**src/design/fph_map.svh**
```systemverilog
// Register offsets, command codes, status fields and timing counts
`ifndef FPH_MAP_SVH
`define FPH_MAP_SVH

// ----------------------------------------
// Register byte offsets
// ----------------------------------------
`define FPH_REG_CTRL 5'h00
`define FPH_REG_STAT 5'h04
`define FPH_REG_ADDR 5'h08
`define FPH_REG_WDATA 5'h0C
`define FPH_REG_RDATA 5'h10
`define FPH_REG_PINS 5'h14
`define FPH_REG_PAGE 5'h18
`define FPH_REG_PIDX 5'h1C
`define FPH_CTRL_GO 8

// ----------------------------------------
// Device command codes
// ----------------------------------------
`define FPH_CMD_READ_ARRAY 8'hFF
`define FPH_CMD_READ_ID 8'h90
`define FPH_CMD_READ_STAT 8'h70
`define FPH_CMD_CLR_STAT 8'h50
`define FPH_CMD_ERASE 8'h20
`define FPH_CMD_CONFIRM 8'hD0
`define FPH_CMD_PROGRAM 8'h40
`define FPH_CMD_PAGE_PROG 8'h41
`define FPH_CMD_PAGE_LOAD 8'h74
`define FPH_CMD_PAGE_FLUSH 8'h0E
`define FPH_CMD_PAGE_CLR 8'h55
`define FPH_CMD_SUSPEND 8'hB0

// ----------------------------------------
// Device status fields and reset value
// ----------------------------------------
`define FPH_SR_READY 7
`define FPH_SR_SUSP 6
`define FPH_SR_ERASE_FAIL 5
`define FPH_SR_PROG_FAIL 4
`define FPH_SR_BLOCK_FAIL 3
`define FPH_SR_INIT 8'h80

// ----------------------------------------
// Geometry and timing
// ----------------------------------------
`define FPH_PAGE_WORDS 128
`define FPH_BANK1_LIMIT 20'h1FFFF
`define FPH_CLK_MHZ 20
`define FPH_T_PWR_NS 2000
`define FPH_PWR_CYC ((`FPH_T_PWR_NS * `FPH_CLK_MHZ + 999) / 1000)
`define FPH_T_ACC_NS 90
`define FPH_ACC_CYC ((`FPH_T_ACC_NS * `FPH_CLK_MHZ + 999) / 1000)
`define FPH_RD_CYC (`FPH_ACC_CYC + 3)
`define FPH_T_WP_NS 100
`define FPH_WP_CYC ((`FPH_T_WP_NS * `FPH_CLK_MHZ + 999) / 1000)

`endif

```
**src/design/fph_pkg.sv**
```systemverilog
// Types shared by the flash host controller
package fph_pkg;

  // Operations that software can order
  typedef enum logic [3:0] {
    FPH_OP_READ_ARRAY = 4'h0, FPH_OP_READ_ID = 4'h1,
    FPH_OP_READ_STAT = 4'h2, FPH_OP_CLR_STAT = 4'h3,
    FPH_OP_ERASE = 4'h4, FPH_OP_PROGRAM = 4'h5,
    FPH_OP_PAGE_PROG = 4'h6, FPH_OP_PAGE_LOAD = 4'h7,
    FPH_OP_PAGE_FLUSH = 4'h8, FPH_OP_PAGE_CLR = 4'h9,
    FPH_OP_SUSPEND = 4'hA, FPH_OP_RESUME = 4'hB,
    FPH_OP_READ = 4'hC, FPH_OP_POLL = 4'hD
  } fph_op_e;

  // Second phase of a command sequence
  typedef enum logic [2:0] {
    FPH_PH_NONE = 3'h0, FPH_PH_CONFIRM = 3'h1, FPH_PH_DATA = 3'h2,
    FPH_PH_READ = 3'h3, FPH_PH_PAGE = 3'h4
  } fph_ph_e;

  // Device read mode as seen by the host
  typedef enum logic [1:0] {
    FPH_MODE_ARRAY = 2'h0, FPH_MODE_ID = 2'h1, FPH_MODE_STAT = 2'h2
  } fph_mode_e;

  // One flash bus cycle request
  typedef struct packed {
    logic write;
    logic [19:0] addr;
    logic [15:0] data;
  } fph_req_s;

endpackage

```
**src/design/fph_cycle.sv**
```systemverilog
// One flash bus cycle: a strobed write or an output-enabled read
`timescale 1ns/1ps
`default_nettype none
`include "fph_map.svh"
module fph_cycle import fph_pkg::*; (
  // Clock and reset
  input wire logic clk_i,
  input wire logic rst_i,
  // Request and answer
  input wire logic start_i,
  input wire fph_req_s req_i,
  output logic done_o,
  output logic [15:0] rdata_o,
  // Flash pins (dq_i already synchronised)
  input wire logic [15:0] dq_i,
  output logic ce_n_o,
  output logic oe_n_o,
  output logic we_n_o,
  output logic [19:0] addr_o,
  output logic [15:0] dq_o,
  output logic dq_oe_o
);

  typedef enum logic [2:0] {
    FPH_C_IDLE = 3'h0, FPH_C_SETUP = 3'h1, FPH_C_STROBE = 3'h2,
    FPH_C_HOLD = 3'h3, FPH_C_GAP = 3'h4
  } fph_cst_e;

  fph_cst_e st_q;
  logic wr_q;
  logic [2:0] cnt_q;

  // Strobe sequencing
  always_ff @(posedge clk_i) begin
    if (rst_i) begin
      st_q <= FPH_C_IDLE;
      wr_q <= 1'b0;
      cnt_q <= 3'h0;
      done_o <= 1'b0;
      rdata_o <= 16'h0000;
      ce_n_o <= 1'b1;
      oe_n_o <= 1'b1;
      we_n_o <= 1'b1;
      addr_o <= 20'h00000;
      dq_o <= 16'h0000;
      dq_oe_o <= 1'b0;
    end else begin
      done_o <= 1'b0;
      case (st_q)
        FPH_C_IDLE: begin
          if (start_i) begin
            wr_q <= req_i.write;
            addr_o <= req_i.addr;
            dq_o <= req_i.data;
            dq_oe_o <= req_i.write;
            ce_n_o <= 1'b0;
            st_q <= FPH_C_SETUP;
          end
        end
        FPH_C_SETUP: begin
          if (wr_q) begin
            we_n_o <= 1'b0;
            cnt_q <= 3'(`FPH_WP_CYC - 1);
          end else begin
            oe_n_o <= 1'b0;
            cnt_q <= 3'(`FPH_RD_CYC - 1);
          end
          st_q <= FPH_C_STROBE;
        end
        FPH_C_STROBE: begin
          if (cnt_q != 3'h0) begin
            cnt_q <= cnt_q - 3'h1;
          end else begin
            we_n_o <= 1'b1; // Write strobe rises before chip select
            oe_n_o <= 1'b1;
            if (!wr_q) begin
              rdata_o <= dq_i;
            end
            st_q <= FPH_C_HOLD;
          end
        end
        FPH_C_HOLD: begin
          ce_n_o <= 1'b1;
          dq_oe_o <= 1'b0;
          st_q <= FPH_C_GAP;
        end
        FPH_C_GAP: begin
          // Idle cycle keeps each status read a fresh strobe
          done_o <= 1'b1;
          st_q <= FPH_C_IDLE;
        end
        default: st_q <= FPH_C_IDLE;
      endcase
    end
  end

endmodule // fph_cycle
`default_nettype wire

```
**src/design/fph_host.sv**
```systemverilog
// Flash host controller: Wishbone registers driving flash command sequences
//
// Chosen here: the register addresses and register access over Wishbone.
`timescale 1ns/1ps
`default_nettype none
`include "fph_map.svh"
module fph_host import fph_pkg::*; (
  // Clock and reset
  input wire logic clk_i,
  input wire logic rst_i,
  // Wishbone slave
  input wire logic wb_cyc_i,
  input wire logic wb_stb_i,
  input wire logic wb_we_i,
  input wire logic [4:0] wb_adr_i,
  input wire logic [3:0] wb_sel_i,
  input wire logic [31:0] wb_dat_i,
  output logic [31:0] wb_dat_o,
  output logic wb_ack_o,
  // Flash pins
  output logic flash_ce_n_o,
  output logic flash_oe_n_o,
  output logic flash_we_n_o,
  output logic [19:0] flash_addr_o,
  output logic [15:0] flash_dq_o,
  output logic flash_dq_oe_o,
  input wire logic [15:0] flash_dq_i,
  output logic flash_rp_n_o,
  output logic flash_wp_n_o
);

  // ----------------------------------------
  // Declarations
  // ----------------------------------------
  typedef enum logic [2:0] {
    FPH_S_IDLE = 3'h0, FPH_S_PWR = 3'h1, FPH_S_CMD1 = 3'h2,
    FPH_S_PH2 = 3'h3, FPH_S_POLL = 3'h4
  } fph_state_e;

  fph_state_e st_q;
  fph_op_e op_q;
  fph_mode_e mode_q;
  logic [19:0] addr_q;
  logic [15:0] wdata_q;
  logic [15:0] rdata_q;
  logic [7:0] dstat_q;
  logic [2:0] fail_q;
  logic refused_q;
  logic rp_q;
  logic wp_q;
  logic [6:0] pidx_q;
  logic [6:0] pcnt_q;
  logic [5:0] pwr_cnt_q;
  logic pend_q;
  logic start_q;
  fph_req_s req_q;
  fph_req_s req_d;
  logic [15:0] page_mem [`FPH_PAGE_WORDS];

  logic [15:0] dq_sync;
  logic cyc_done;
  logic [15:0] cyc_rdata;

  logic wb_req;
  logic wb_wr;
  logic [31:0] wb_wdat;
  logic go;
  logic go_ok;
  logic pwr_ok;
  logic has_cmd;
  logic [7:0] cmd;
  fph_ph_e ph2;
  logic do_poll;
  logic need_susp;
  logic bank1_only;
  logic issue_st;
  logic stat_done;
  logic poll_end;
  logic seq_end;
  logic [7:0] stat_rd;

  // Byte lane merge for register writes
  function automatic logic [31:0] wmerge(
    input logic [31:0] o,
    input logic [31:0] n,
    input logic [3:0] s
  );
    logic [31:0] r;
    r = o;
    for (int i = 0; i < 4; i++) begin
      if (s[i]) begin
        r[i*8 +: 8] = n[i*8 +: 8];
      end
    end
    return r;
  endfunction

  // ----------------------------------------
  // Submodules
  // ----------------------------------------
  fph_sync2 #(.W(16)) u_dq_sync (
    .clk_i(clk_i),
    .rst_i(rst_i),
    .d_i(flash_dq_i),
    .q_o(dq_sync)
  );

  fph_cycle u_cycle (
    .clk_i(clk_i),
    .rst_i(rst_i),
    .start_i(start_q),
    .req_i(req_q),
    .done_o(cyc_done),
    .rdata_o(cyc_rdata),
    .dq_i(dq_sync),
    .ce_n_o(flash_ce_n_o),
    .oe_n_o(flash_oe_n_o),
    .we_n_o(flash_we_n_o),
    .addr_o(flash_addr_o),
    .dq_o(flash_dq_o),
    .dq_oe_o(flash_dq_oe_o)
  );

  // ----------------------------------------
  // Operation decode
  // ----------------------------------------
  always_comb begin
    has_cmd = 1'b1;
    cmd = `FPH_CMD_READ_ARRAY;
    ph2 = FPH_PH_NONE;
    do_poll = 1'b0;
    need_susp = 1'b0;
    bank1_only = 1'b0;
    case (op_q)
      FPH_OP_READ_ARRAY: cmd = `FPH_CMD_READ_ARRAY;
      FPH_OP_READ_ID: begin
        cmd = `FPH_CMD_READ_ID;
        ph2 = FPH_PH_READ;
      end
      FPH_OP_READ_STAT: begin
        cmd = `FPH_CMD_READ_STAT;
        ph2 = FPH_PH_READ;
      end
      FPH_OP_CLR_STAT: cmd = `FPH_CMD_CLR_STAT;
      FPH_OP_ERASE: begin
        cmd = `FPH_CMD_ERASE;
        ph2 = FPH_PH_CONFIRM;
        do_poll = 1'b1;
      end
      FPH_OP_PROGRAM: begin
        cmd = `FPH_CMD_PROGRAM;
        ph2 = FPH_PH_DATA;
        do_poll = 1'b1;
        bank1_only = 1'b1;
      end
      FPH_OP_PAGE_PROG: begin
        cmd = `FPH_CMD_PAGE_PROG;
        ph2 = FPH_PH_PAGE;
        do_poll = 1'b1;
      end
      FPH_OP_PAGE_LOAD: begin
        cmd = `FPH_CMD_PAGE_LOAD;
        ph2 = FPH_PH_DATA;
        bank1_only = 1'b1;
      end
      FPH_OP_PAGE_FLUSH: begin
        cmd = `FPH_CMD_PAGE_FLUSH;
        ph2 = FPH_PH_CONFIRM;
        do_poll = 1'b1;
        bank1_only = 1'b1;
      end
      FPH_OP_PAGE_CLR: begin
        cmd = `FPH_CMD_PAGE_CLR;
        ph2 = FPH_PH_CONFIRM;
      end
      FPH_OP_SUSPEND: begin
        cmd = `FPH_CMD_SUSPEND;
        do_poll = 1'b1;
        need_susp = 1'b1;
      end
      FPH_OP_RESUME: cmd = `FPH_CMD_CONFIRM;
      FPH_OP_READ: begin
        has_cmd = 1'b0;
        ph2 = FPH_PH_READ;
      end
      FPH_OP_POLL: begin
        has_cmd = 1'b0;
        do_poll = 1'b1;
      end
      default: has_cmd = 1'b0;
    endcase
  end

  // ----------------------------------------
  // Cycle request for the current state
  // ----------------------------------------
  always_comb begin
    req_d.write = 1'b1;
    req_d.addr = addr_q; // Bank address rides with every write
    req_d.data = {8'h00, cmd};
    if (st_q == FPH_S_POLL) begin
      req_d.write = 1'b0;
    end else if (st_q == FPH_S_PH2) begin
      case (ph2)
        FPH_PH_CONFIRM: req_d.data = {8'h00, `FPH_CMD_CONFIRM};
        FPH_PH_DATA: req_d.data = wdata_q;
        FPH_PH_READ: req_d.write = 1'b0;
        FPH_PH_PAGE: begin
          req_d.addr = {addr_q[19:7], pcnt_q};
          req_d.data = page_mem[pcnt_q];
        end
        default: req_d.write = 1'b1;
      endcase
    end
  end

  // ----------------------------------------
  // Sequence events
  // ----------------------------------------
  assign wb_req = wb_cyc_i && wb_stb_i && !wb_ack_o;
  assign wb_wr = wb_req && wb_we_i;
  assign wb_wdat = wmerge(32'h00000000, wb_dat_i, wb_sel_i);
  assign go = wb_wr && wb_adr_i == `FPH_REG_CTRL && wb_sel_i[1]
              && wb_dat_i[`FPH_CTRL_GO];
  assign pwr_ok = pwr_cnt_q == 6'(`FPH_PWR_CYC);
  assign issue_st = st_q == FPH_S_CMD1 || st_q == FPH_S_POLL
                    || (st_q == FPH_S_PH2 && ph2 != FPH_PH_NONE);
  assign stat_rd = cyc_rdata[7:0];
  assign poll_end = st_q == FPH_S_POLL && cyc_done && stat_rd[`FPH_SR_READY]
                    && (!need_susp || stat_rd[`FPH_SR_SUSP]);
  assign stat_done = cyc_done && (st_q == FPH_S_POLL
                     || (st_q == FPH_S_PH2 && op_q == FPH_OP_READ_STAT));
  assign seq_end = poll_end || (st_q == FPH_S_PH2 && !do_poll
                   && (ph2 == FPH_PH_NONE || (cyc_done && ph2 != FPH_PH_PAGE)
                   || (cyc_done && pcnt_q == 7'h7F)));

  // Program to second bank is refused before any pin moves when its go write names the op already held in op_q
  always_comb begin
    go_ok = st_q == FPH_S_IDLE && rp_q;
    if (bank1_only && fph_op_e'(wb_dat_i[3:0]) == op_q && addr_q > `FPH_BANK1_LIMIT) begin
      go_ok = 1'b0;
    end
  end

  // ----------------------------------------
  // Power-up wait after reset pin release
  // ----------------------------------------
  always_ff @(posedge clk_i) begin
    if (rst_i || !rp_q) begin
      pwr_cnt_q <= 6'h00;
    end else if (!pwr_ok) begin
      pwr_cnt_q <= pwr_cnt_q + 6'h01; // 2 us before any operation
    end
  end

  // ----------------------------------------
  // Command sequencer
  // ----------------------------------------
  always_ff @(posedge clk_i) begin
    if (rst_i) begin
      st_q <= FPH_S_IDLE;
      pend_q <= 1'b0;
      start_q <= 1'b0;
      req_q <= '0;
      pcnt_q <= 7'h00;
    end else begin
      start_q <= 1'b0;
      if (issue_st && !pend_q) begin
        start_q <= 1'b1;
        req_q <= req_d;
        pend_q <= 1'b1;
      end
      if (cyc_done) begin
        pend_q <= 1'b0;
      end
      case (st_q)
        FPH_S_IDLE: begin
          pcnt_q <= 7'h00;
          if (go && go_ok) begin
            st_q <= FPH_S_PWR;
          end
        end
        FPH_S_PWR: begin
          if (pwr_ok) begin
            st_q <= has_cmd ? FPH_S_CMD1 : FPH_S_PH2;
          end
        end
        FPH_S_CMD1: begin
          if (cyc_done) begin
            st_q <= FPH_S_PH2;
          end
        end
        FPH_S_PH2: begin
          if (ph2 == FPH_PH_PAGE && cyc_done && pcnt_q != 7'h7F) begin
            pcnt_q <= pcnt_q + 7'h01; // 128 data writes follow 41H
          end else if (ph2 == FPH_PH_NONE || cyc_done) begin
            st_q <= do_poll ? FPH_S_POLL : FPH_S_IDLE;
          end
        end
        FPH_S_POLL: begin
          // Each poll is a whole new read cycle
          if (poll_end) begin
            st_q <= FPH_S_IDLE;
          end
        end
        default: st_q <= FPH_S_IDLE;
      endcase
    end
  end

  // ----------------------------------------
  // Device state mirror and sticky fail bits
  // ----------------------------------------
  always_ff @(posedge clk_i) begin
    if (rst_i || !rp_q) begin
      mode_q <= FPH_MODE_ARRAY;
      dstat_q <= `FPH_SR_INIT;
      fail_q <= 3'h0;
    end else begin
      if (stat_done) begin
        dstat_q <= stat_rd;
      end
      // New failure wins over a clear in the same cycle
      fail_q <= (fail_q & ~{3{seq_end && op_q == FPH_OP_CLR_STAT}})
                | ({3{stat_done}} & {stat_rd[`FPH_SR_ERASE_FAIL],
                   stat_rd[`FPH_SR_PROG_FAIL], stat_rd[`FPH_SR_BLOCK_FAIL]});
      if (st_q == FPH_S_CMD1 && cyc_done) begin
        case (cmd)
          `FPH_CMD_READ_ARRAY: mode_q <= FPH_MODE_ARRAY;
          `FPH_CMD_READ_ID: mode_q <= FPH_MODE_ID;
          `FPH_CMD_READ_STAT: mode_q <= FPH_MODE_STAT;
          default: mode_q <= mode_q;
        endcase
      end
      if (st_q == FPH_S_POLL) begin
        mode_q <= FPH_MODE_STAT; // Running engine answers with status
      end
    end
  end

  // ----------------------------------------
  // Software registers
  // ----------------------------------------
  always_ff @(posedge clk_i) begin
    if (rst_i) begin
      op_q <= FPH_OP_READ_ARRAY;
      addr_q <= 20'h00000;
      wdata_q <= 16'h0000;
      rp_q <= 1'b0; // Reset pin low during power-up
      wp_q <= 1'b0;
      refused_q <= 1'b0;
      pidx_q <= 7'h00;
    end else begin
      if (go && !go_ok) begin
        refused_q <= 1'b1;
      end else if (wb_wr && wb_adr_i == `FPH_REG_STAT && wb_wdat[1]) begin
        refused_q <= 1'b0;
      end
      if (wb_wr && st_q == FPH_S_IDLE) begin
        case (wb_adr_i)
          `FPH_REG_CTRL: op_q <= fph_op_e'(4'(wmerge({28'h0, op_q}, wb_dat_i, wb_sel_i)));
          `FPH_REG_ADDR: addr_q <= 20'(wmerge({12'h000, addr_q}, wb_dat_i, wb_sel_i));
          `FPH_REG_WDATA: wdata_q <= 16'(wmerge({16'h0, wdata_q}, wb_dat_i, wb_sel_i));
          `FPH_REG_PINS: begin
            rp_q <= wb_sel_i[0] ? wb_dat_i[0] : rp_q;
            wp_q <= wb_sel_i[0] ? wb_dat_i[1] : wp_q; // Lock override pin
          end
          `FPH_REG_PIDX: pidx_q <= wb_sel_i[0] ? wb_dat_i[6:0] : pidx_q;
          `FPH_REG_PAGE: pidx_q <= pidx_q + 7'h01;
          default: pidx_q <= pidx_q;
        endcase
      end
    end
  end

  // Page data staging for page program
  always_ff @(posedge clk_i) begin
    if (wb_wr && st_q == FPH_S_IDLE && wb_adr_i == `FPH_REG_PAGE) begin
      page_mem[pidx_q] <= wb_dat_i[15:0];
    end
  end

  // Read data capture from array, identifier and status reads
  always_ff @(posedge clk_i) begin
    if (rst_i) begin
      rdata_q <= 16'h0000;
    end else if (st_q == FPH_S_PH2 && ph2 == FPH_PH_READ && cyc_done) begin
      rdata_q <= cyc_rdata; // Busy bank would answer with status
    end
  end

  // Wishbone answer, one cycle after the request
  always_ff @(posedge clk_i) begin
    if (rst_i) begin
      wb_ack_o <= 1'b0;
      wb_dat_o <= 32'h00000000;
    end else begin
      wb_ack_o <= wb_req;
      wb_dat_o <= 32'h00000000;
      if (wb_req && !wb_we_i) begin
        case (wb_adr_i)
          `FPH_REG_CTRL: wb_dat_o <= {28'h0000000, op_q};
          `FPH_REG_STAT: wb_dat_o <= {11'h000, mode_q, fail_q, dstat_q, 5'h00,
                                      pwr_ok, refused_q, st_q != FPH_S_IDLE};
          `FPH_REG_ADDR: wb_dat_o <= {12'h000, addr_q};
          `FPH_REG_WDATA: wb_dat_o <= {16'h0000, wdata_q};
          `FPH_REG_RDATA: wb_dat_o <= {16'h0000, rdata_q};
          `FPH_REG_PINS: wb_dat_o <= {30'h00000000, wp_q, rp_q};
          `FPH_REG_PIDX: wb_dat_o <= {25'h0000000, pidx_q};
          default: wb_dat_o <= 32'h00000000;
        endcase
      end
    end
  end

  // Control pins from flops
  always_ff @(posedge clk_i) begin
    if (rst_i) begin
      flash_rp_n_o <= 1'b0;
      flash_wp_n_o <= 1'b0;
    end else begin
      flash_rp_n_o <= rp_q;
      flash_wp_n_o <= wp_q;
    end
  end

endmodule // fph_host
`default_nettype wire

```
**src/design/fph_sync2.sv**
```systemverilog
// Two flip-flop synchroniser for pin inputs
`timescale 1ns/1ps
`default_nettype none
module fph_sync2 #(
  parameter int W = 16
) (
  // Clock and reset
  input wire logic clk_i,
  input wire logic rst_i,
  // Data
  input wire logic [W-1:0] d_i,
  output logic [W-1:0] q_o
);

  logic [W-1:0] meta_q;

  // First stage feeds only the second
  always_ff @(posedge clk_i) begin
    if (rst_i) begin
      meta_q <= '0;
      q_o <= '0;
    end else begin
      meta_q <= d_i;
      q_o <= meta_q;
    end
  end

endmodule // fph_sync2
`default_nettype wire

```
**config.mk**
```make
export PLATFORM = sky130hd
export DESIGN_NAME = fph_host
export DESIGN_NICKNAME = d
export VERILOG_FILES = /design/src/design/fph_pkg.sv /design/src/design/fph_cycle.sv /design/src/design/fph_host.sv /design/src/design/fph_sync2.sv
export VERILOG_INCLUDE_DIRS = /design/src /design/src/design
export SDC_FILE = /design/constraint.sdc
export NUM_CORES = 2
export LEC_CHECK = 0
export BUFFER_PORTS_ARGS = -buffer_cell sky130_fd_sc_hd__buf_2
export CORE_ASPECT_RATIO = 0.8
export CORE_MARGIN = 4
export CORE_UTILIZATION = 33
export DETAILED_ROUTE_END_ITERATION = 6
export PLACE_DENSITY = 0.55
export SYNTH_ARGS = -nofsm -noshare
export SYNTH_HDL_FRONTEND = slang
export SYNTH_SLANG_ARGS = --single-unit
```
**constraint.sdc**
```tcl
create_clock -name clk_i -period 3.1 [get_ports clk_i]
set_clock_uncertainty 0.2 [all_clocks]
set_input_delay 0 -clock clk_i [delete_from_list [all_inputs] [get_ports clk_i]]
set_output_delay 0 -clock clk_i [all_outputs]
set_load 0.1 [all_outputs]
```
======== Yosys cells after proc, flatten, opt, wreduce, memory -nomap -nowiden ========
Memory sizes are Yosys's and may differ from the RTL's. A register that Yosys moved wholly into a read port is not among the register bits.
Cells that the tools add are included.
word-level totals
  RAM bits ................................ 2048
  flip-flop bits (word level) ............. 265
  memories kept ........................... 1
  output and inout bits ................... 75
  latch bits .............................. 0
  word-level logic and storage cells ...... 253
  bits in read-only memories .............. 0
memories
  name      depth  bits a word  rd ports  clocked after Yosys merged registers in  write ports  line            RTL
  page_mem  128    16           1         1                                        1            fph_host.sv:58  logic [15:0] page_mem [`FPH_PAGE_WORDS];
operators by class
  reduce and logical (&&, ||, !) cells .... 93
  add/subtract/negate cells ............... 4
  equality and inequality tests ........... 53
  $mul .................................... 0
  mux-type cells .......................... 54
  bitwise operators ....................... 7
  shift operators ......................... 0
  order comparisons ....................... 1
  div/mod/pow operators ................... 0
operators by type and width
  kind                  number
  $pmux 21 s7           1
  $pmux 8 s11           1
  $pmux 16 s3           1
  $mux 37               1
  $mux 36               1
  $mux 7                5
  $logic_and 1x1->1     33
  $mux 3                11
  $reduce_and 3->1      11
  $pmux 7 s2            2
  $eq 4x4->1 const B    6
  $pmux 3 s4            2
  $eq 5x5->1 const B    4
  $gt 20x17->1 const B  1
  $ne 2x2->1 const B    10
  $mux 1                19
  $eq 3x2->1 const B    6
  $eq 4x3->1 const B    4
  $eq 8x8->1 const B    2
  $pmux 3 s5            1
  $add 7x1->7 const B   2
  $reduce_and 2->1      7
  $reduce_bool 2->1     6
  $reduce_bool 3->1     4
  other kinds (34)      71

======== Depth between registers and ports, before layout ========
  depth after elaboration ................. 13
  depth in mapped cells ................... 14

======== Hierarchy ========
A second synthesis with hierarchy kept.
unflattened totals
  cell total of the unflattened synthesis .. 4819
  area, all modules ....................... 90161.5 um2
modules (own cells, without submodules)
  module     sequential area each (um2)  instances  cells an instance  area an instance (um2)
  fph_host   64802.2                     1          4484               86965.9
  fph_cycle  1281.2                      1          268                2332.2
  fph_sync2  640.6                       1          67                 863.3

======== Worst setup path before layout ========
OpenSTA, ideal clock, no wires.
  path type ............................... reg2reg
  start ................................... register wb_ack_o
  end ..................................... memory page_mem[54][0] (enable)
  required time ........................... 2.512 ns
  clock period less this slack ............ 3.316 ns
  data arrival time ....................... 2.727 ns
  slack ................................... -0.216 ns
  library setup time ...................... 0.388 ns
  stages on the path, launching flop included .. 8
  cells stage by stage .................... dfxtp_1 -> nand4b_1 -> nor2_1 -> nand2_1 -> nor2_1 -> nand3_1 -> clkbuf_1 -> nor2_1
on the way
  cells in the longest elaborated chain, start to end .. 7
ends and longest elaborated chain
  item                                line             RTL
  from (decl)                         fph_host.sv:19   output logic wb_ack_o,
  from (signal assigned)              fph_host.sv:398  wb_ack_o <= wb_req;
  $logic_not 1->1                     fph_host.sv:220  assign wb_req = wb_cyc_i && wb_stb_i && !wb_ack_o;
  $logic_and 1x1->1                   fph_host.sv:220
  $logic_and 1x1->1                   fph_host.sv:221  assign wb_wr = wb_req && wb_we_i;
  $logic_and 1x1->1                   fph_host.sv:378  if (wb_wr && st_q == FPH_S_IDLE && wb_adr_i == `FPH_REG_PAGE) begin
  $logic_and 1x1->1 (no source line)  n/a
  $mux 1                              fph_host.sv:378
  $mux 1 (implied by the code)        fph_host.sv:379  page_mem[pidx_q] <= wb_dat_i[15:0];
  to (decl)                           fph_host.sv:58
No other way between the ends.

==> flow_metrics.tcl <==
set metrics [dict create \
    critPathMaxStageDelay_ns 0.71 \
    static-leakage-power_nw 35.1 \
    yosysWarningCount 0 \
    combPwrFrac_pct 2.6 \
    die-width_um 592 \
    grt.total_usage_pct 19.5 \
    gp_routability_congestion 0.893 \
    wl_per_cell_um 29.3 \
    synthDistinctLibCells 91 \
    setup_violations 14 \
    crit_type "reg2reg" \
    dpl.hpwl_mm 181 \
    core-area_um2 271000 \
    syn2layout_area_growth_pct 23.7 \
    grt.overflow.total 0 \
    io_pins 137 \
    drt_drc_violations_left 0 \
    sw_frac_of_total_pct 20.8 \
    avgSynthCellArea_um2 18.6 \
    cts_tree "done" \
    die_area_um2 281000 \
    root_buffer "clkbuf_16" \
    routed_wl_mm 281 \
    tightest_slew_ns 1.05 \
    outcome "finished, violations left" \
    via_per_inst 5.40 \
    setup_ws_ns -0.155 \
    grt_pass1_vias 50221 \
    period_needed_ns 3.26 \
    cts.path.max_buffers 4 \
    crit_arrival_ns 3.85 \
    drive_gt1_share_pct 31.9 \
    yosysSeqAreaShare_pct 74.2 \
    post-route-util_pct 41.0 \
    clk_pin_slew_ns 0.07 \
    ir_worst_vdd_uv 513 \
    final_min_period_over_clock_period_pct 105 \
    num-fill-cells 24133 \
    htree_levels 4 \
    regArea_um2 66700 \
    power.share.clock_pct 43.5 \
    required_ns 3.69 \
    cp_common_cell "buf_4" \
    hold_viol_final 0 \
    std_cell_rows 171 \
    final_nets 5825 \
    final_common_cell "edfxtp_1" \
    synthArstFlopShare_pct 0 \
    via_count 51688 \
    cts_made_buffers 223 \
    initial_core_util_pct 33.1 \
    drv_cap 0 \
    critPathMaxFanout 13 \
    violations "negative setup slack" \
    ant_nets 0 \
    ys.flop_type "edfxtp_1" \
    internal_power_mw 49.9 \
    path_cells "inv_2 -> nor2_4 -> buf_4 -> a22oi_1 -> o2111a_1 -> buf_4 -> a221oi_2 -> or4_1" \
    drt_iter0_markers 6746 \
    critPathSlowestCell "dfxtp_2" \
    grt_antenna_before_repair 19 \
    die_h_um 475 \
    powerDensity_nw_per_um2 567 \
    drtPass1Iterations 6 \
    setup_tns_ns -1.32 \
    syn_area_um2 89900 \
    max_freq_mhz 307 \
    crit_path_start_kind "flip-flop" \
    rsz0062_at_grt "yes" \
    multiInputGateArea_um2 22300 \
    grt_pass1_wl_mm 391 \
    grt_max_degree 131 \
    clkLatencyLatePin_ns 0.91 \
    worstSetupEndpointType "flip-flop" \
    most-common-layout-cells "edfxtp_1, buf_4, mux4_2, nand2_1, dfxtp_1" \
    io_buffers 112 \
    synth-seq-cells 2309 \
    drv_slew 0 \
    p_sw_mw 13.2 \
    synth-edff-count 2048 \
    hold_path_class "in2reg" \
    synth_cells 4834 \
    power_frac_seq_pct 53.9 \
    clock_sinks 2309 \
    max_slew_margin_pct 30.0 \
]
[cell type report]
cell class / instances / area share [%]
flip-flops and latches: 2309 / 60.0
repair buffers: 980 / 9.25
clock inverters: 133 / 1.25
inverters: 16 / 0.0585
clock buffers: 264 / 5.24
well taps: 3633 / 4.09
diodes: 13 / 0.0292
multi-input cells: 2227 / 20.1
[critical path, delay by kind of cell, from the launching register on]
family / cells / cell delay (ns)
AO/OA/AOI/OAI: 3 / 0.98
buffers and inverters: 3 / 0.62
flip-flops: 1 / 0.71
AND/OR/NAND/NOR: 2 / 0.60
[flip-flops by register name, summed over array words and instances (netlist names), 4 cells and up, named ones only]
signal,cells
page_mem,2048
req_q,37
wb_dat_o,21
addr_q,20
u_cycle.addr_o,20
rdata_q,16
u_cycle.dq_o,16
u_cycle.rdata_o,16
u_dq_sync.meta_q,16
u_dq_sync.q_o,16
wdata_q,16
dstat_q,8
pcnt_q,7
pidx_q,7
pwr_cnt_q,6
op_q,4
[cell families after synthesis]
| family | synth area share, % |
|---|---|
| and+or+nand+nor | 4.54 |
| DFF | 74.2 |
| adders and majority gates | 0.0835 |
| muxes | 15.0 |
| buffers and inverters | 2.05 |
| other | 0.00417 |
| AOI/OAI and AO/OA | 4.03 |
| xor gates and xnor gates | 0.117 |
[per-layer routing]
layer	global-route usage (%)	part of all wire, %
met2	28.6	43
met1	28.9	43
met4	5.07	2.9
met3	4.95	10
met5	0	0.0053
[synth_stat cells (13+ instances only)]
| cell type | instances | area, um2 |
|---|---|---|
| mux2_2 | 18 | 203 |
| dfxtp_1 | 261 | 5230 |
| nor3_1 | 34 | 170 |
| a22oi_1 | 135 | 1010 |
| nand2b_1 | 23 | 144 |
| buf_6 | 38 | 428 |
| o211ai_1 | 14 | 105 |
| clkbuf_1 | 123 | 462 |
| or3_1 | 15 | 93.8 |
| nor2_1 | 307 | 1150 |
| edfxtp_1 | 2048 | 61500 |
| o22ai_1 | 16 | 100 |
| mux2i_1 | 258 | 2580 |
| inv_1 | 13 | 48.8 |
| nand4_1 | 13 | 81.3 |
| nand3_1 | 74 | 370 |
| a31oi_1 | 28 | 175 |
| nor2b_1 | 58 | 363 |
| nand2_1 | 319 | 1200 |
| and3_1 | 18 | 113 |
| a211oi_1 | 15 | 113 |
| buf_4 | 43 | 323 |
| o21ai_0 | 38 | 190 |
| o2111ai_1 | 23 | 201 |
| a21oi_1 | 169 | 846 |
| mux4_2 | 464 | 10500 |
| buf_2 | 64 | 320 |
[path summary, 6_finish.rpt]
path,start,end,slack (ns),cells past startpoint
max reg2reg,flip-flop,req_q[9]$_SDFFE_PP0P_,-0.16,8
max,flip-flop,req_q[9]$_SDFFE_PP0P_,-0.16,8
min reg2reg,u_dq_sync.meta_q[9]$_SDFF_PP0_,u_dq_sync.q_o[9]$_SDFF_PP0_,0.20,1
min,wb_dat_i[1],pidx_q[1]$_SDFFE_PP0P_,0.03,4
[per-stage QoR]
step           std cells  hold slack [ns]  power [mW]  area, um2  setup slack, ns
2_1_floorplan       4844           -0.113        35.3      90000           -0.216
3_3_place_gp        8971           0.0189        36.1     101000           -0.767
3_5_place_dp        8971           0.0149        36.2     101000           -0.776
4_1_cts             9520           0.0350        63.6     110000           -0.127
5_1_grt             9562           0.0472        65.0     111000           -0.235
6_report            9575           0.0321        63.1     111000           -0.155
[power by group through the flow]
| stage | Sequential, mW | Combinational, mW | Clock (mW) |
|---|---|---|---|
| floorplan | 34.7 | 0.563 | 0 |
| global placement | 34.7 | 1.47 | 0 |
| detailed placement | 34.7 | 1.51 | 0 |
| CTS | 34.0 | 1.61 | 28.0 |
| global route | 34.0 | 1.74 | 29.3 |
| finish | 34.0 | 1.62 | 27.5 |
[timing repair]
action / CTS / global route
hold endpoints to repair: 2195 / 0
setup endpoints to repair: 18 / 143
pin swaps: 18 / 23
cloned: 3 / 2
buffers inserted: 37 / 45
hold buffers: 114 / 0
gates resized for setup: 118 / 108
(Power assumes the default switching activity.)
